**src/hw/counter_channel_pkg.sv**
```systemverilog
// Constants, register map and types for one counter input channel
package counter_channel_pkg;

  // ----------------------------------------------------------------
  // Clock and timing
  // ----------------------------------------------------------------
  localparam int CLK_HZ        = 10_000_000;
  localparam int CLK_PERIOD_NS = 1_000_000_000 / CLK_HZ;
  localparam int DEB_CNT_W     = 24;
  localparam int DEB_SEL_N     = 16;
  // Debounce interval choices in ns, 500 ns to 25.5 ms
  localparam int unsigned DEB_TIME_NS [DEB_SEL_N] = '{
    500, 1000, 2000, 5000, 10000, 20000, 50000, 100000, 200000, 500000,
    1000000, 2000000, 5000000, 10000000, 20000000, 25500000};
  // Periods summed into one result and tick dividers, selected by two bits each
  localparam int unsigned PERIOD_N [4] = '{1, 10, 100, 1000};
  localparam int unsigned TICK_DIV [4] = '{1, 10, 100, 1000};
  localparam int PRE_W = 10;

  // Least stable time in cycles, rounded up, then divided by div rounding down, never below one
  function automatic int unsigned deb_cycles(int unsigned ns, int unsigned div);
    int unsigned c;
    c = (ns + CLK_PERIOD_NS - 1) / CLK_PERIOD_NS / div;
    return (c < 1) ? 1 : c;
  endfunction

  // ----------------------------------------------------------------
  // Register map (byte addresses)
  // ----------------------------------------------------------------
  localparam int ADDR_W = 5;
  localparam logic [4:0] REG_CTRL  = 5'h00;
  localparam logic [4:0] REG_DEB   = 5'h04;
  localparam logic [4:0] REG_LIMIT = 5'h08;
  localparam logic [4:0] REG_CMD   = 5'h0c;
  localparam logic [4:0] REG_SCAN  = 5'h10;
  localparam logic [4:0] REG_HOLD  = 5'h14;
  localparam logic [4:0] REG_LIVE  = 5'h18;
  localparam logic [4:0] REG_STAT  = 5'h1c;

  localparam logic [15:0] CTRL_RESET  = 16'h0000;
  localparam logic [8:0]  DEB_RESET   = 9'h000;
  localparam logic [31:0] LIMIT_RESET = 32'hffffffff;

  // Control field positions
  localparam int CTRL_MODE_LSB = 0;
  localparam int CTRL_CLR_RD   = 2;
  localparam int CTRL_RANGE    = 3;
  localparam int CTRL_NONREC   = 4;
  localparam int CTRL_UPDOWN   = 5;
  localparam int CTRL_IDX_LSB  = 6;
  localparam int CTRL_PER_LSB  = 9;
  localparam int CTRL_WIDE     = 11;
  localparam int CTRL_TICK_LSB = 12;
  localparam int CTRL_A_POL    = 14;
  localparam int CTRL_I_POL    = 15;
  // Debounce and command field positions
  localparam int DEB_TIME_LSB = 0;
  localparam int DEB_MODE_LSB = 4;
  localparam int DEB_INV_A    = 6;
  localparam int DEB_INV_B    = 7;
  localparam int DEB_INV_I    = 8;
  localparam int CMD_CLEAR    = 0;

  typedef enum logic [1:0] {MODE_COUNT, MODE_PERIOD, MODE_PULSE, MODE_TIMING} meas_mode_t;
  typedef enum logic [2:0] {IDX_NONE, IDX_GATE, IDX_LATCH, IDX_DEC, IDX_CLEAR} idx_mode_t;
  typedef enum logic [1:0] {DEB_BYPASS, DEB_AFTER, DEB_BEFORE} deb_mode_t;

endpackage

```
**src/hw/counter_channel_debounce.sv**
```systemverilog
// Counter input channel: debounce front end, counter core, timing modes
//
// The implementer's own choices: the address map and the plain strobed port.
`timescale 1ns/10ps

// ------------------------------------------------------------------
// One input: inverter, synchroniser, debounce filter
// ------------------------------------------------------------------
module deb_filter
  import counter_channel_pkg::*;
(
  input  wire logic                 clk,
  input  wire logic                 reset_n,
  input  wire logic                 raw,
  input  wire logic                 invert,
  input  wire deb_mode_t            mode,
  input  wire logic [DEB_CNT_W-1:0] stable_cyc,
  output logic                      filt
);
  logic                 sync1_reg;
  logic                 sync2_reg;
  logic                 prev_reg;
  logic [DEB_CNT_W-1:0] run_reg;
  logic                 held_ok;

  // Inverter then two-stage synchroniser
  always_ff @(posedge clk or negedge reset_n) begin
    if (!reset_n) begin
      sync1_reg <= 1'b0;
      sync2_reg <= 1'b0;
      prev_reg  <= 1'b0;
    end else begin
      sync1_reg <= raw ^ invert;
      sync2_reg <= sync1_reg;
      prev_reg  <= sync2_reg;
    end
  end

  // Cycles the input has held its level, saturating
  always_ff @(posedge clk or negedge reset_n) begin
    if (!reset_n) begin
      run_reg <= '0;
    end else if (sync2_reg != prev_reg) begin
      run_reg <= '0;
    end else if (run_reg != {DEB_CNT_W{1'b1}}) begin
      run_reg <= run_reg + 1'b1;
    end
  end

  // Level held for the interval, counting the current cycle
  assign held_ok = (run_reg + 1'b1) >= stable_cyc;

  // Filter output per mode
  always_ff @(posedge clk or negedge reset_n) begin
    if (!reset_n) begin
      filt <= 1'b0;
    end else begin
      unique case (mode)
        DEB_BYPASS: filt <= sync2_reg;
        DEB_AFTER: begin
          if (sync2_reg == prev_reg && sync2_reg != filt && held_ok) begin
            filt <= sync2_reg;
          end
        end
        DEB_BEFORE: begin
          if (sync2_reg != prev_reg) begin
            if (held_ok && sync2_reg != filt) begin
              filt <= sync2_reg;
            end
          end else if (held_ok && sync2_reg != filt) begin
            filt <= sync2_reg; // Catch up once quiet
          end
        end
        default: filt <= sync2_reg;
      endcase
    end
  end
endmodule

// ------------------------------------------------------------------
// Channel top
// ------------------------------------------------------------------
module counter_channel_debounce
  import counter_channel_pkg::*;
#(
  parameter int unsigned DEB_DIV = 1
)(
  input  wire logic              clk,
  input  wire logic              reset_n,
  input  wire logic              phase_a,
  input  wire logic              phase_b,
  input  wire logic              index_in,
  input  wire logic              start_of_scan,
  input  wire logic [ADDR_W-1:0] addr,
  input  wire logic [31:0]       wdata,
  input  wire logic              wr_en,
  input  wire logic              rd_en,
  output logic [31:0]            rdata
);
  logic [15:0]          ctrl_reg;
  logic [8:0]           deb_reg;
  logic [31:0]          limit_reg;
  logic [31:0]          count_reg;
  logic [31:0]          count_next;
  logic                 off_reg;
  logic                 off_next;
  logic [31:0]          hold_reg;
  logic [31:0]          scan_reg;
  logic                 first_reg;
  logic [31:0]          result_reg;
  logic [31:0]          meas_reg;
  logic                 run_reg;
  logic [9:0]           per_reg;
  logic [PRE_W-1:0]     pre_reg;
  logic                 a_f;
  logic                 b_f;
  logic                 i_f;
  logic                 a_q;
  logic                 i_q;
  logic [DEB_CNT_W-1:0] deb_tab [DEB_SEL_N];
  logic [DEB_CNT_W-1:0] deb_cyc;
  meas_mode_t           mode;
  idx_mode_t            idx_mode;
  deb_mode_t            deb_mode;
  logic                 a_rise;
  logic                 a_fall;
  logic                 i_rise;
  logic                 i_fall;
  logic                 idx_ev;
  logic                 sw_clear;
  logic                 clear;
  logic                 up;
  logic                 gate_ok;
  logic                 tick;
  logic                 a_start;
  logic                 stop_ev;
  logic [31:0]          meas_max;
  logic [9:0]           per_last;

  // Field decode
  assign mode     = meas_mode_t'(ctrl_reg[CTRL_MODE_LSB +: 2]);
  assign idx_mode = idx_mode_t'(ctrl_reg[CTRL_IDX_LSB +: 3]);
  assign deb_mode = deb_mode_t'(deb_reg[DEB_MODE_LSB +: 2]);
  assign sw_clear = wr_en && addr == REG_CMD && wdata[CMD_CLEAR];

  // Debounce interval table in clock cycles
  for (genvar g = 0; g < DEB_SEL_N; g++) begin : g_deb
    assign deb_tab[g] = DEB_CNT_W'(deb_cycles(DEB_TIME_NS[g], DEB_DIV));
  end
  assign deb_cyc = deb_tab[deb_reg[DEB_TIME_LSB +: 4]];

  deb_filter u_deb_a (.clk(clk), .reset_n(reset_n), .raw(phase_a), .invert(deb_reg[DEB_INV_A]),
    .mode(deb_mode), .stable_cyc(deb_cyc), .filt(a_f));
  deb_filter u_deb_b (.clk(clk), .reset_n(reset_n), .raw(phase_b), .invert(deb_reg[DEB_INV_B]),
    .mode(deb_mode), .stable_cyc(deb_cyc), .filt(b_f));
  deb_filter u_deb_i (.clk(clk), .reset_n(reset_n), .raw(index_in), .invert(deb_reg[DEB_INV_I]),
    .mode(deb_mode), .stable_cyc(deb_cyc), .filt(i_f));

  // Edge detection on filtered signals
  always_ff @(posedge clk or negedge reset_n) begin
    if (!reset_n) begin
      a_q <= 1'b0;
      i_q <= 1'b0;
    end else begin
      a_q <= a_f;
      i_q <= i_f;
    end
  end
  assign a_rise = a_f & ~a_q;
  assign a_fall = ~a_f & a_q;
  assign i_rise = i_f & ~i_q;
  assign i_fall = ~i_f & i_q;
  assign idx_ev = ctrl_reg[CTRL_I_POL] ? i_rise : i_fall;
  assign clear  = sw_clear || (idx_ev && idx_mode == IDX_CLEAR);

  // Configuration registers
  always_ff @(posedge clk or negedge reset_n) begin
    if (!reset_n) begin
      ctrl_reg  <= CTRL_RESET;
      deb_reg   <= DEB_RESET;
      limit_reg <= LIMIT_RESET;
    end else if (wr_en) begin
      if (addr == REG_CTRL) ctrl_reg <= wdata[15:0];
      if (addr == REG_DEB) deb_reg <= wdata[8:0];
      if (addr == REG_LIMIT) limit_reg <= wdata;
    end
  end

  // Next count for the event counter
  always_comb begin
    count_next = count_reg;
    off_next   = off_reg;
    up         = !ctrl_reg[CTRL_UPDOWN] || b_f;
    gate_ok    = idx_mode != IDX_GATE || i_f;
    if (mode == MODE_COUNT && a_rise && gate_ok && !off_reg) begin
      if (up) begin
        if (ctrl_reg[CTRL_RANGE] && count_reg == limit_reg) begin
          count_next = count_reg;
        end else if (ctrl_reg[CTRL_NONREC] && count_reg == 32'hffffffff) begin
          off_next = 1'b1;
        end else if (!ctrl_reg[CTRL_RANGE] && !ctrl_reg[CTRL_NONREC]
                     && count_reg == limit_reg) begin
          count_next = 32'h00000000;
        end else begin
          count_next = count_reg + 32'h00000001;
          if (ctrl_reg[CTRL_NONREC] && count_next == limit_reg) off_next = 1'b1;
        end
      end else if (count_reg == 32'h00000000) begin
        if (ctrl_reg[CTRL_NONREC]) off_next = 1'b1;
        else if (!ctrl_reg[CTRL_RANGE]) count_next = limit_reg;
      end else begin
        count_next = count_reg - 32'h00000001;
      end
    end
    if (mode == MODE_COUNT && idx_ev && idx_mode == IDX_DEC) begin
      count_next = count_next - 32'h00000001;
    end
    if (start_of_scan && (first_reg || ctrl_reg[CTRL_CLR_RD])) begin
      count_next = 32'h00000000;
    end
    if (clear) begin
      count_next = 32'h00000000;
      off_next   = 1'b0;
    end
  end

  // Counter state
  always_ff @(posedge clk or negedge reset_n) begin
    if (!reset_n) begin
      count_reg <= '0;
      off_reg   <= 1'b0;
    end else begin
      count_reg <= count_next;
      off_reg   <= off_next;
    end
  end

  // Index latch into the hold register
  always_ff @(posedge clk or negedge reset_n) begin
    if (!reset_n) begin
      hold_reg <= '0;
    end else if (idx_ev && idx_mode == IDX_LATCH) begin
      hold_reg <= count_reg;
    end
  end

  // Scan capture; first scan reports zero
  always_ff @(posedge clk or negedge reset_n) begin
    if (!reset_n) begin
      scan_reg  <= '0;
      first_reg <= 1'b1;
    end else if (start_of_scan) begin
      first_reg <= 1'b0;
      if (first_reg) scan_reg <= 32'h00000000;
      else if (mode == MODE_COUNT) scan_reg <= count_reg;
      else scan_reg <= result_reg;
    end
  end

  // Tick prescaler for timing modes
  always_ff @(posedge clk or negedge reset_n) begin
    if (!reset_n) begin
      pre_reg <= '0;
    end else if (tick) begin
      pre_reg <= '0;
    end else begin
      pre_reg <= pre_reg + 1'b1;
    end
  end
  assign tick = pre_reg == PRE_W'(TICK_DIV[ctrl_reg[CTRL_TICK_LSB +: 2]] - 1);

  // Measurement start and stop events
  assign a_start  = ctrl_reg[CTRL_A_POL] ? a_rise : a_fall;
  assign meas_max = ctrl_reg[CTRL_WIDE] ? 32'hffffffff : 32'h0000ffff;
  assign per_last = 10'(PERIOD_N[ctrl_reg[CTRL_PER_LSB +: 2]] - 1);
  always_comb begin
    unique case (mode)
      MODE_PULSE:  stop_ev = ctrl_reg[CTRL_A_POL] ? a_fall : a_rise;
      MODE_TIMING: stop_ev = idx_ev;
      default:     stop_ev = 1'b0;
    endcase
  end

  // Period, pulse width and edge-to-edge timer
  always_ff @(posedge clk or negedge reset_n) begin
    if (!reset_n) begin
      meas_reg   <= '0;
      run_reg    <= 1'b0;
      per_reg    <= '0;
      result_reg <= '0;
    end else if (clear || mode == MODE_COUNT) begin
      meas_reg <= '0;
      run_reg  <= 1'b0;
      per_reg  <= '0;
    end else if (mode == MODE_PERIOD) begin
      if (a_rise && !run_reg) begin
        run_reg  <= 1'b1;
        meas_reg <= '0;
        per_reg  <= '0;
      end else if (a_rise && per_reg == per_last) begin
        result_reg <= (tick && meas_reg < meas_max) ? meas_reg + 32'h00000001 : meas_reg;
        meas_reg   <= '0;
        per_reg    <= '0;
      end else begin
        if (a_rise) per_reg <= per_reg + 10'h001;
        if (tick && run_reg && meas_reg < meas_max) meas_reg <= meas_reg + 32'h00000001;
      end
    end else begin
      if (a_start && !run_reg) begin
        run_reg  <= 1'b1;
        meas_reg <= '0;
      end else if (stop_ev && run_reg) begin
        run_reg    <= 1'b0;
        result_reg <= (tick && meas_reg < meas_max) ? meas_reg + 32'h00000001 : meas_reg;
      end else if (tick && run_reg && meas_reg < meas_max) begin
        meas_reg <= meas_reg + 32'h00000001;
      end
    end
  end

  // Register read port, data one cycle after the strobe
  always_ff @(posedge clk or negedge reset_n) begin
    if (!reset_n) begin
      rdata <= '0;
    end else if (rd_en) begin
      case (addr)
        REG_CTRL:  rdata <= {16'h0000, ctrl_reg};
        REG_DEB:   rdata <= {23'h000000, deb_reg};
        REG_LIMIT: rdata <= limit_reg;
        REG_SCAN:  rdata <= scan_reg;
        REG_HOLD:  rdata <= hold_reg;
        REG_LIVE:  rdata <= (mode == MODE_COUNT) ? count_reg : result_reg;
        REG_STAT:  rdata <= {29'h00000000, first_reg, run_reg, off_reg};
        default:   rdata <= 32'h00000000;
      endcase
    end else begin
      rdata <= 32'h00000000;
    end
  end
endmodule

```
**config.mk**
```make
export PLATFORM = sky130hd
export DESIGN_NAME = counter_channel_debounce
export DESIGN_NICKNAME = d
export VERILOG_FILES = /design/src/hw/counter_channel_pkg.sv /design/src/hw/counter_channel_debounce.sv
export SDC_FILE = /design/constraint.sdc
export NUM_CORES = 1
export LEC_CHECK = 0
export BUFFER_PORTS_ARGS = -buffer_cell sky130_fd_sc_hd__buf_2
export CAP_MARGIN = 20
export CORE_ASPECT_RATIO = 1.4
export CORE_MARGIN = 2
export CORE_UTILIZATION = 45
export CTS_BUF_LIST = sky130_fd_sc_hd__clkbuf_16
export CTS_CLUSTER_DIAMETER = 120
export DETAILED_ROUTE_END_ITERATION = 12
export PLACE_DENSITY_LB_ADDON = 0.15
export SLEW_MARGIN = 10
export SYNTH_ARGS = -nofsm -noshare
export SYNTH_HDL_FRONTEND = slang
export SYNTH_HIERARCHICAL = 1
export SYNTH_SLANG_ARGS = --single-unit
export TNS_END_PERCENT = 1
```
**constraint.sdc**
```tcl
create_clock -name clk -period 3.8 [get_ports clk]
set_input_delay 0.57 -clock clk [delete_from_list [all_inputs] [get_ports clk]]
set_output_delay 0.57 -clock clk [all_outputs]
set_load 0.01 [all_outputs]
```
# After elaboration in Yosys (flattened, before gate mapping)
# Memories as Yosys holds them, arrays and structs flattened.
# Cells that the tools add are included.
[classes]
addsub = 11
n_mul = 0
n_div = 0
magnitude_cmp = 7
n_eq_ne = 47
shift = 0
n_mux = 76
bitwise_logic = 15
reduce_logical = 64
[op_table]
columns = ["cell", "n"]
rows = [
  ["$mux W32", 28],
  ["$pmux W32 S7", 1],
  ["$mux W24", 8],
  ["$bmux W32 S2", 2],
  ["$mux W10", 10],
  ["$add A24 B1 Y24 const B", 3],
  ["$ge A24 B24 Y1", 3],
  ["$ne A24 B24 Y1 const B", 3],
  ["$add A32 B1 Y32 const B", 2],
  ["$eq A32 B32 Y1", 2],
  ["$sub A32 B1 Y32 const B", 2],
  ["$eq A32 B32 Y1 const B", 1],
  ["$logic_not A32 Y1", 1],
  ["$lt A32 B32 Y1", 1],
  ["$logic_and A1 B1 Y1", 31],
  ["$mux W1", 23],
  ["$add A10 B1 Y10 const B", 2],
  ["$eq A10 B10 Y1", 2],
  ["$eq A5 B5 Y1 const B", 4],
  ["$sub A10 B1 Y10 const B", 2],
  ["$reduce_and A2 Y1", 8],
  ["$ne A2 B1 Y1 const B", 7],
  ["$reduce_bool A2 Y1", 6],
  ["$eq A5 B4 Y1 const B", 2],
  ["other kinds (29)", 66],
]
[totals]
regBits = 358
latch_bits = 0
ram_bits = 0
rom_bits = 384
inputBits = 45
out_inout_bits = 32
wordCells = 252
n_memories = 1
[mem_list]
columns = ["memory", "words", "word_bits", "read_ports", "rd_ports_with_merged_regs", "write_ports", "line_no", "text"]
rows = [
  ["(no name shown)", 16, 24, 1, 0, 0, "counter_channel_debounce.sv:150", "assign deb_cyc = deb_tab[deb_reg[DEB_TIME_LSB +: 4]];"],
]

# Depth between registers and ports, before layout
# Gate-level depths: netlist (run 1).
[depth]
word_depth = 13
depth_mapped = 17
depth_no_buf = 15

# Hierarchy
# Netlist (run 1), hierarchy kept.
[modules_own_cells]
columns = ["mod", "n_inst", "cells_per_inst", "area_per_inst_um2", "seq_area_each_um2"]
rows = [
  ["counter_channel_debounce", 1, 2020, 17887.2, 6897.9],
  ["deb_filter", 3, 235, 2072.0, 700.7],
]

# Worst setup path after synthesis (run 1)
# No wires, ideal clock.
[synth_timing]
path_type = "reg-to-reg"
from = "register limit_reg[23]"
to = "register count_reg[20]"
setup_time_ns = 0.078
arrival_ns = 4.110
t_required_ns = 3.722
setup_slack_ns = -0.388
path_stages_with_launch = 18
path_buffers = 5
period_less_slack_ns = 4.188
cell_sequence = "dfstp_2 -> clkbuf_1 -> xor2_1 -> nor4b_1 -> and4_1 -> buf_2 -> and3_1 -> clkbuf_1 -> buf_2 -> o31a_1 -> a21boi_0 -> ha_1 -> nand2_1 -> nor4_4 -> nand4_1 -> buf_2 -> or3_1 -> a21oi_1"
[synth_via]
elab_chain_cells = 11
word_cells_on_any_way = 12
classes_between = "1 x add/sub; 1 x eq/ne; 8 x mux; 2 x reduce/logical"
[synth_rtl]
columns = ["item", "line_no", "text"]
rows = [
  ["start, declared", "counter_channel_debounce.sv:102", "logic [31:0] limit_reg;"],
  ["start signal, assigned", "counter_channel_debounce.sv:185", "if (addr == REG_LIMIT) limit_reg <= wdata;"],
  ["$eq A32 B32 Y1 (*)", "counter_channel_debounce.sv:197, counter_channel_debounce.sv:202", ""],
  ["$logic_and A1 B1 Y1", "counter_channel_debounce.sv:202", "&& count_reg == limit_reg) begin"],
  ["$mux W32", "counter_channel_debounce.sv:201", "end else if (!ctrl_reg[CTRL_RANGE] && !ctrl_reg[CTRL_NONREC]"],
  ["$mux W32", "counter_channel_debounce.sv:199", "end else if (ctrl_reg[CTRL_NONREC] && count_reg == 32'hffffffff) begin"],
  ["$mux W32 (*)", "counter_channel_debounce.sv:197", "if (ctrl_reg[CTRL_RANGE] && count_reg == limit_reg) begin"],
  ["$mux W32 (*)", "counter_channel_debounce.sv:196", "if (up) begin"],
  ["$mux W32 (*)", "counter_channel_debounce.sv:195", "if (mode == MODE_COUNT && a_rise && gate_ok && !off_reg) begin"],
  ["$sub A32 B1 Y32", "counter_channel_debounce.sv:216", "count_next = count_next - 32'h00000001;"],
  ["$mux W32 (*)", "counter_channel_debounce.sv:215", "if (mode == MODE_COUNT && idx_ev && idx_mode == IDX_DEC) begin"],
  ["$mux W32 (*)", "counter_channel_debounce.sv:218", "if (start_of_scan && (first_reg || ctrl_reg[CTRL_CLR_RD])) begin"],
  ["$mux W32 (*)", "counter_channel_debounce.sv:221", "if (clear) begin"],
  ["via count_next[20]", "counter_channel_debounce.sv:104", "logic [31:0] count_next;"],
  ["end signal, assigned", "counter_channel_debounce.sv:233", "count_reg <= count_next;"],
  ["end, declared", "counter_channel_debounce.sv:103", "logic [31:0] count_reg;"],
]
# Mark *: on every way through the listed nets, which the timed path passes. The rest lies on a longest branch.
# A chain may end at the register's enable or synchronous reset.

# Worst setup path in the final report (run 1)
[layout_timing]
from = "register count_reg[17]"
to = "register count_reg[24]"
[layout_via]
elab_chain_cells = 11
word_cells_on_any_way = 20
classes_between = "3 x add/sub; 2 x eq/ne; 11 x mux; 4 x reduce/logical"
[layout_rtl]
columns = ["item", "line_no"]
rows = [
  ["branches (longest 6 deep; another with $add A32 B1 Y32)", "-"],
  ["$mux W32 (*)", "counter_channel_debounce.sv:195"],
  ["$sub A32 B1 Y32", "counter_channel_debounce.sv:216"],
  ["$mux W32 (*)", "counter_channel_debounce.sv:215"],
  ["$mux W32 (*)", "counter_channel_debounce.sv:218"],
  ["$mux W32 (*)", "counter_channel_debounce.sv:221"],
  ["via count_next[24]", "counter_channel_debounce.sv:104"],
]
# Mark *: on every way through the listed nets, which the timed path passes.

==> results.toml, run 1 <==
[layout]
post-route-cell-area_um2 = 29890
fin_cells = 3882
drive_above_1_share_pct = 26.42
num_antenna_cells = 0
area.growth.synth_to_final_pct = 24.03
nets = 3285

[placement]
post_dp_cell_area_um2 = 28180
dp_cells = 3803
dp_hpwl_mm = 75.06
io_buffers = 76
place_congestion = 1.024

[worst_setup_path]
worstPathArrival_ns = 4.34
worst_setup_path_endpoint = "count_reg[24]$_DFF_PN0_"
cp-startpoint = "count_reg[17]$_DFF_PN0_"
cp.depth = 14
timing_worst_setup_path_type = "reg2reg"
cpPeakStageDelay_ns = 0.54
start_kind = "flip-flop"
path_cells = "buf_4, nor4_4, and4_4, buf_4, a21oi_1, o21ai_0, o211ai_1, a22o_1, nor4_1, buf_4, nand4_1, buf_6, or4_1, a21oi_2"
crit_path_end_kind = "flip-flop"
r2r-start = "count_reg[17]$_DFF_PN0_"
r2r-end = "count_reg[24]$_DFF_PN0_"
worst-r2r-cell-count = 14
cpMostUsedCell = "buf_4"
worst-path-buf-inv = 4
r2r_slack_ns = -0.03
cp_max_fo = 15
required_ns = 4.31
slowest_stage = "or4_1"
crit_family = "simple AND/OR/NAND/NOR gates"

[sta]
finalHoldViolations = 0
period_needed_ns = 3.832
hold_ws_ns = 0.1761
fmax_mhz = 260.9
setup_viol = 5
tightest_slew_ns = 0.9654
fin_ws_ns = -0.03217
drv_slew = 0
post-route-period-util_pct = 100.8
max_slew_margin_pct = 35.50
rsz0062_at_grt = "yes"
fin_skew_ns = 0.02397

[detailed_routing]
drc_errors = 0
wl_per_cell_um = 24.80
drt_first_iter_violations = 1663
ant_nets = 0
wl_mm = 96.26
first_pass_iters = 5
routed-via-count = 23090
routed_via_density = 5.947

[die]
core_um2 = 53050
std_cell_rows = 100
start_util_pct = 45.43
die_height_um = 277.8
io_pins = 77
die-area_um2 = 55460
dieWidth_um = 199.6

[clock_tree]
h-tree-depth = 2
cts_tree = "built"
cts_buffer_depth = 3
insertion_delay_ns = 0.59
path_clk_slew_ns = 0.06
ctsRootBufferMaster = "clkbuf_16"
numCtsBuffers = 40
cts.sinks = 358

[yosys]
synth_edf_count = 0
synth-async-reset-ratio_pct = 100.0
ys.flop_type = "dfrtp_1"
synth_top_area_share_pct = 33.74
ys.warnings.count = 6
ys_seq_area_share_pct = 37.34
synthTopCellsByArea = "dfrtp_1, ha_1, a21oi_1, mux2_2, xor2_1"
synth_cell_type_count = 96
synthTopCellsByCount = "dfrtp_1, a21oi_1, nand2_1"
ys_ff_latch = 358
avgSynthCellArea_um2 = 8.845
yosysMostFrequentCell = "dfrtp_1"
syn_area_um2 = 24100
synth_top_area_cell = "dfrtp_1"
syn_inst = 2725

[run_status]
outcome = "finished with violations"
failed_checks = "negative setup slack"

[global_route]
grt_usage_pct = 35.00
use_met1_pct = 38.26
overflow = 0
grt_pass1_vias = 23570
antenna_found_initial = 0
met2_usage_pct = 61.88
top_usage_layer = "met2"
grt_max_degree = 107
met3_usage_pct = 3.708
grt_pass1_wl_mm = 144.5

[worst_hold_path]
min_path_type = "in2reg"
min_path_cells = 2

[power_and_ir_drop]
irDropWorstVdd_v = 0.0004660
power_density_nw_per_um2 = 648.5
total_leakage_power_uw = 0.01378

[flow_run]
maxCapViolCount = 0
-- layout by cell type, fill, tap and decap left out, drive strengths merged, types with 23 or more instances in the layout --
cell | netlist | final
and3 | 50 | 50
o211ai | 26 | 26
ha | 103 | 103
dfstp | 33 | 33
nand2 | 214 | 214
a21oi | 234 | 234
nor4 | 38 | 38
o31ai | 23 | 23
xnor2 | 93 | 93
dfrtp | 325 | 325
o21ai | 153 | 153
xor2 | 109 | 109
mux2 | 102 | 102
a22oi | 63 | 63
nand4 | 68 | 68
buf | 52 | 512
clkbuf | 108 | 41
and4 | 26 | 26
nand2b | 45 | 45
nand3 | 79 | 79
nor3 | 61 | 61
mux2i | 29 | 29
nor2 | 188 | 188
a211oi | 23 | 23
inv | 194 | 204
-- report_power, final --
part / internal (µW) / total (µW) / switching (µW) / leakage, µW
logic: 4240 / 9940 / 5700 / 0.00848
registers: 4690 / 5450 / 761 / 0.00464
clock network: 2250 / 4000 / 1750 / 0.000673
total: 11200 / 19400 / 8210 / 0.0138
-- what timing repair did --
action | in CTS | in global routing
gates resized for setup | 50 | 29
hold buffers | 1 | 0
setup buffers | 5 | 0
setup endpoints to repair | 20 | 19
endpoints found under the hold margin | 4 | 0
pin swaps | 7 | 9
-- worst min-delay path by stage --
stage | start | end
final | phase_b | u_deb_b/sync1_reg$_DFF_PN0_
after detailed placement | u_deb_a/sync1_reg$_DFF_PN0_ | u_deb_a/sync2_reg$_DFF_PN0_
after CTS | phase_b | u_deb_b/sync1_reg$_DFF_PN0_
after global routing | phase_b | u_deb_b/sync1_reg$_DFF_PN0_
after floorplan | reset_n | a_q$_DFF_PN0_
after global placement | u_deb_i/sync1_reg$_DFF_PN0_ | u_deb_i/sync2_reg$_DFF_PN0_
-- metal layers --
layer | vias up | part of all wire [%] | routed length (µm)
li1 | 10580 | - | -
met1 | 11390 | 36 | 35000
met2 | 805 | 50 | 48410
met3 | 313 | 4.2 | 4044
met4 | 0 | 9.1 | 8805
met5 | - | 0 | 0
-- final cells by class --
class / count / area [µm²]
Sequential cell: 358 / 9004
Clock buffer: 41 / 1026
Fill cell: 4937 / 23160
Timing Repair Buffer: 513 / 3809
Inverter: 195 / 732.0
Clock inverter: 32 / 297.8
Multi-Input combinational cell: 2029 / 14130
Tap cell: 714 / 893.4
-- through the flow --
| stage | TNS [ns] | util [%] | worst slack [ns] | total power [µW] |
|---|---|---|---|---|
| 2_1_floorplan | 0 | - | 0.00003153 | 10150 |
| 3_5_place_dp | -4.959 | 53.13 | -0.3958 | 14860 |
| 4_1_cts | -0.02772 | 56.12 | -0.02352 | 19200 |
| 3_3_place_gp | -4.639 | 53.13 | -0.4731 | 14770 |
| 6_report | -0.09734 | 56.35 | -0.03217 | 19390 |
| 5_1_grt | -1.666 | 56.35 | -0.1800 | 20300 |
-- cell families (layout without fill, tap and decap cells) --
logic type | Yosys count | count (layout) | share of synthesized area (%)
AOI/OAI and AO/OA | 697 | 697 | 18.62
DFF | 358 | 358 | 37.34
adders and majority gates | 103 | 103 | 5.347
and+or+nand+nor | 878 | 878 | 19.53
buffers and inverters | 355 | 781 | 5.840
xor gates and xnor gates | 202 | 202 | 7.340
other | 1 | 18 | 0.01556
muxes | 131 | 131 | 5.970
No activity file was read; power rests on OpenSTA's default activity.
==> inputs of run 2 (changes only) <==
==> constraint.sdc (replaced) <==
create_clock -name clk -period 3.8 [get_ports clk]
set_input_delay 0.76 -clock clk [delete_from_list [all_inputs] [get_ports clk]]
set_output_delay 0.76 -clock clk [all_outputs]
set_load 0.01 [all_outputs]
==> run 2 against run 1 <==
The run still ends with negative setup slack left. Final area rose by 0.98%. Utilization rose by 0.55 points. First-iteration DRC count rose by 1.1%. Count of clock-buffer cells in the layout did not move. Highest routed layer unchanged. Clock power barely moved. Critical path depth rose by 4.
==> results.toml, run 2 (same netlist as run 1, synthesis figures left out) <==
[run_status]
failed_checks = "negative setup slack"
outcome = "finished with violations"

[die]
io_pins = 77
die-area_um2 = 55460
start_util_pct = 45.43
die_height_um = 277.8
std_cell_rows = 100
dieWidth_um = 199.6
core_um2 = 53050

[sta]
period_needed_ns = 3.910
hold_ws_ns = 0.1371
rsz0062_at_grt = "yes"
fin_ws_ns = -0.1104
max_slew_margin_pct = 44.82
drv_slew = 0
fin_skew_ns = 0.01577
tightest_slew_ns = 0.8260
finalHoldViolations = 0
fmax_mhz = 255.7
setup_viol = 9
post-route-period-util_pct = 102.9

[placement]
dp_hpwl_mm = 74.43
place_congestion = 1.010
post_dp_cell_area_um2 = 28290
io_buffers = 76

[worst_setup_path]
crit_path_end_kind = "flip-flop"
cp_max_fo = 9
start_kind = "flip-flop"
worstPathArrival_ns = 4.42
worst-r2r-cell-count = 18
timing_worst_setup_path_type = "reg2reg"
required_ns = 4.31

[clock_tree]
cts.sinks = 358
h-tree-depth = 2
insertion_delay_ns = 0.59
ctsRootBufferMaster = "clkbuf_16"
path_clk_slew_ns = 0.06
cts_buffer_depth = 3
cts_tree = "built"
numCtsBuffers = 40
hold_buffers = 0

[detailed_routing]
wl_per_cell_um = 24.79
first_pass_iters = 8
routed_via_density = 5.983
routed-via-count = 23350
ant_nets = 0
drt_first_iter_violations = 1681
drc_errors = 0
wl_mm = 96.77

[layout]
nets = 3305
post-route-cell-area_um2 = 30190
final_common_cell = "buf_4"
final_cell_mix = "buf_4, dfrtp_1, a21oi_1"
area.growth.synth_to_final_pct = 25.25
fill_cells = 4956
drive_above_1_share_pct = 27.23

[global_route]
use_met1_pct = 38.49
grt_pass1_wl_mm = 145.1
top_usage_layer = "met2"
overflow = 0
grt_usage_pct = 35.08
antenna_found_initial = 0
grt_pass1_vias = 23740
met3_usage_pct = 4.377
grt_max_degree = 94
met2_usage_pct = 60.15

[power_and_ir_drop]
irDropWorstVdd_v = 0.0004129
total_leakage_power_uw = 0.01390
total_power_uw = 19710
power_density_nw_per_um2 = 652.7

[worst_hold_path]
min_path_type = "in2async"

[flow_run]
maxCapViolCount = 0
## run 2: layer usage
layer,share of wire [%],up-vias
met1,36,11440
met5,0,-
met4,10,0
met3,4.7,365
li1,-,10650
met2,49,903
## run 2: repair_timing
action | 4_1_cts | 5_1_grt
setup buffers | 10 | 7
resized for setup | 56 | 46
pin swaps | 20 | 35
endpoints found under the setup margin | 24 | 28
cloned | 1 | 0
## run 2: metrics by stage
stage | util [%] | worst slack (ns) | cells | setup TNS (ns)
finish | 56.91 | -0.1104 | 3903 | -0.4213
global route | 56.90 | -0.1856 | 3902 | -2.264
global placement | 53.33 | -0.5602 | 3812 | -6.155
detailed placement | 53.33 | -0.3733 | 3812 | -4.194
floorplan | - | 0.00003153 | 2742 | 0
CTS | 56.43 | 0.001093 | 3896 | 0
## run 2: cell type report
type / instances / area (µm²) / share of cell area, %
Antenna cell: 1 / 2.502 / 0.008289
Clock buffer: 41 / 1026 / 3.399
Clock inverter: 32 / 304.0 / 1.007
Inverter: 195 / 732.0 / 2.425
Multi-Input combinational cell: 2029 / 14220 / 47.10
Sequential cell: 358 / 9006 / 29.83
Tap cell: 714 / 893.4 / 2.959
Timing Repair Buffer: 533 / 4005 / 13.27
## run 2: report_power, final
part	internal, µW	leakage [µW]	switching [µW]	total [µW]
registers	4690	0.00463	787	5480
logic	4460	0.00861	5760	10200
clock network	2260	0.000656	1750	4010
## run 2: worst max-delay path, cell delays in order, from the launching register on
cell,delay (ns)
dfrtp_1,0.38
buf_4,0.14
nor3_2,0.04
buf_4,0.15
buf_4,0.13
nand4_2,0.17
buf_6,0.16
nor3_2,0.05
buf_4,0.15
buf_12,0.14
o211ai_1,0.41
buf_4,0.19
o211ai_1,0.11
a221oi_2,0.32
and4b_2,0.31
nand4_1,0.16
buf_6,0.19
or4b_4,0.52
a21oi_2,0.14
## run 2: path summary, 6_finish.rpt
kind                                                   from                               to  slack [ns]
max in group asynchronous                           reset_n         meas_reg[31]$_DFFE_PN0P_        2.69
worst max-delay path                count_reg[22]$_DFF_PN0_          count_reg[22]$_DFF_PN0_       -0.11
worst min register to register  u_deb_i/sync1_reg$_DFF_PN0_      u_deb_i/sync2_reg$_DFF_PN0_        0.35
worst min-delay path                                reset_n  u_deb_b/run_reg[22]$_DFFE_PN0P_        0.14
min in group clk                u_deb_i/sync1_reg$_DFF_PN0_      u_deb_i/sync2_reg$_DFF_PN0_        0.35
worst max register to register      count_reg[22]$_DFF_PN0_          count_reg[22]$_DFF_PN0_       -0.11
==> inputs of run 3 (changes only) <==
Settings changed: HOLD_SLACK_MARGIN set to 0.06, PLACE_DENSITY_LB_ADDON 0.15 to 0.25.
==> run 3 against run 2 <==
The run still ends with negative setup slack left. Setup slack better by 0.0089 ns. Maximum frequency increased by 0.23%. Register-to-register slack about the same. Cell count decreased by 0.85%. Routed wire length fell by 1.7%. Utilization is 0.42 points lower. Global-route usage is 1.1 points lower.
==> results.toml, run 3 (same netlist as run 1, synthesis figures left out) <==
[run_status]
outcome = "finished with violations"
failed_checks = "negative setup slack"

[sta]
fin_skew_ns = 0.02524
finalHoldViolations = 0
setup_viol = 9
fin_ws_ns = -0.1014
rsz0062_at_grt = "yes"
drv_slew = 0
tightest_slew_ns = 0.8926
post-route-period-util_pct = 102.7
fmax_mhz = 256.3
period_needed_ns = 3.901
max_slew_margin_pct = 40.35

[power_and_ir_drop]
total_power_uw = 19620
total_leakage_power_uw = 0.01371
power_density_nw_per_um2 = 654.8
irDropWorstVdd_v = 0.0004671

[detailed_routing]
ant_nets = 0
first_pass_iters = 5
drt_first_iter_violations = 1764
drc_errors = 0
routed-via-count = 23280
wl_mm = 95.08
wl_per_cell_um = 24.57
routed_via_density = 6.016

[clock_tree]
cts_buffer_depth = 3
cts.sinks = 358
numCtsBuffers = 39
cts_tree = "built"
path_clk_slew_ns = 0.06
ctsRootBufferMaster = "clkbuf_16"
hold_buffers = 0
insertion_delay_ns = 0.58
h-tree-depth = 2

[layout]
fill_cells = 4822
drive_above_1_share_pct = 26.44
nets = 3271
final_cell_mix = "buf_4, dfrtp_1, a21oi_1"
final_common_cell = "buf_4"
fin_cells = 3870
area.growth.synth_to_final_pct = 24.32

[die]
core_um2 = 53050
dieWidth_um = 199.6
die_height_um = 277.8
die-area_um2 = 55460
io_pins = 77
start_util_pct = 45.43
std_cell_rows = 100

[global_route]
grt_pass1_vias = 23870
overflow = 0
grt_usage_pct = 34.01
grt_pass1_wl_mm = 141.9
grt_max_degree = 87
antenna_found_initial = 2

[placement]
io_buffers = 76
dp_cells = 3774
dp_slack_ns = -0.5863
dp_hpwl_mm = 72.04
place_congestion = 1.081

[worst_setup_path]
required_ns = 4.30
start_kind = "flip-flop"
worstPathArrival_ns = 4.40
cp_max_fo = 7
timing_worst_setup_path_type = "reg2reg"
crit_path_end_kind = "flip-flop"

[flow_run]
maxCapViolCount = 0

[worst_hold_path]
min_path_type = "in2async"
-- run 3: worst max-delay path: stages, from the launching register on --
cell      delay [ns]
dfrtp_1         0.40
buf_6           0.15
nor4_4          0.25
buf_4           0.18
nand3_2         0.10
buf_6           0.16
nor3_4          0.21
mux2i_1         0.27
a32oi_2         0.26
a21boi_2        0.23
ha_1            0.18
nand2_1         0.12
nor4_4          0.21
nand4_1         0.20
buf_6           0.19
or4_1           0.53
a21oi_1         0.17
-- run 3: final cells by class --
cell class / count / area [µm²] / area share [%]
multi-input combinational: 2029 / 14220 / 47.46
sequential: 358 / 9011 / 30.07
timing repair buffer: 500 / 3790 / 12.65
clock buffer: 39 / 975.9 / 3.257
tap: 714 / 893.4 / 2.981
inverter: 195 / 732.0 / 2.443
clock inverter: 33 / 336.6 / 1.123
antenna: 2 / 5.005 / 0.01670
-- run 3: path summary, 6_finish.rpt --
check	slack, ns	from	depth (start not counted)	endpoint
setup / recovery	-0.10	count_reg[9]$_DFF_PN0_	16	count_reg[26]$_DFF_PN0_
hold / removal	0.15	reset_n	1	u_deb_b/run_reg[23]$_DFFE_PN0P_
setup reg to reg	-0.10	count_reg[9]$_DFF_PN0_	16	count_reg[26]$_DFF_PN0_
hold reg to reg	0.35	u_deb_i/sync1_reg$_DFF_PN0_	0	u_deb_i/sync2_reg$_DFF_PN0_
max in group asynchronous	2.74	reset_n	2	limit_reg[16]$_DFFE_PN1P_
min in group clk	0.35	u_deb_i/sync1_reg$_DFF_PN0_	0	u_deb_i/sync2_reg$_DFF_PN0_
-- run 3: timing repair --
action	CTS	global route
endpoints found under the setup margin	23	24
pin swaps	1	39
resized for setup	26	90
setup buffers	1	20
gates cloned	0	2
-- run 3: through the flow --
stage | utilization (%) | hold WS (ns) | setup TNS [ns] | instance area, µm²
floorplan | - | 0.3312 | 0 | 24190
global placement | 52.74 | 0.3346 | -8.576 | 27980
detailed placement | 52.74 | 0.3356 | -9.309 | 27980
CTS | 55.48 | 0.1379 | -0.2595 | 29430
global route | 56.48 | 0.1677 | -3.660 | 29960
finish | 56.49 | 0.1484 | -0.4265 | 29970
-- run 3: report_power, final --
| part | total (µW) | switching (µW) | internal [µW] | leakage, µW |
|---|---|---|---|---|
| clock network | 3960 | 1710 | 2240 | 0.000664 |
| registers | 5510 | 815 | 4690 | 0.00463 |
| logic | 10200 | 5760 | 4400 | 0.00842 |
-- run 3: metal layers --
| metal | vias to the layer above | wire [µm] | share of wire, % | track usage, % |
|---|---|---|---|---|
| met3 | 406 | 4775 | 5.0 | 5.204 |
| met5 | - | 10 | 0.011 | 0 |
| met1 | 11350 | 34560 | 36 | 36.55 |
| li1 | 10550 | - | - | - |
| met4 | 2 | 9016 | 9.5 | 29.25 |
| met2 | 980 | 46730 | 49 | 57.79 |
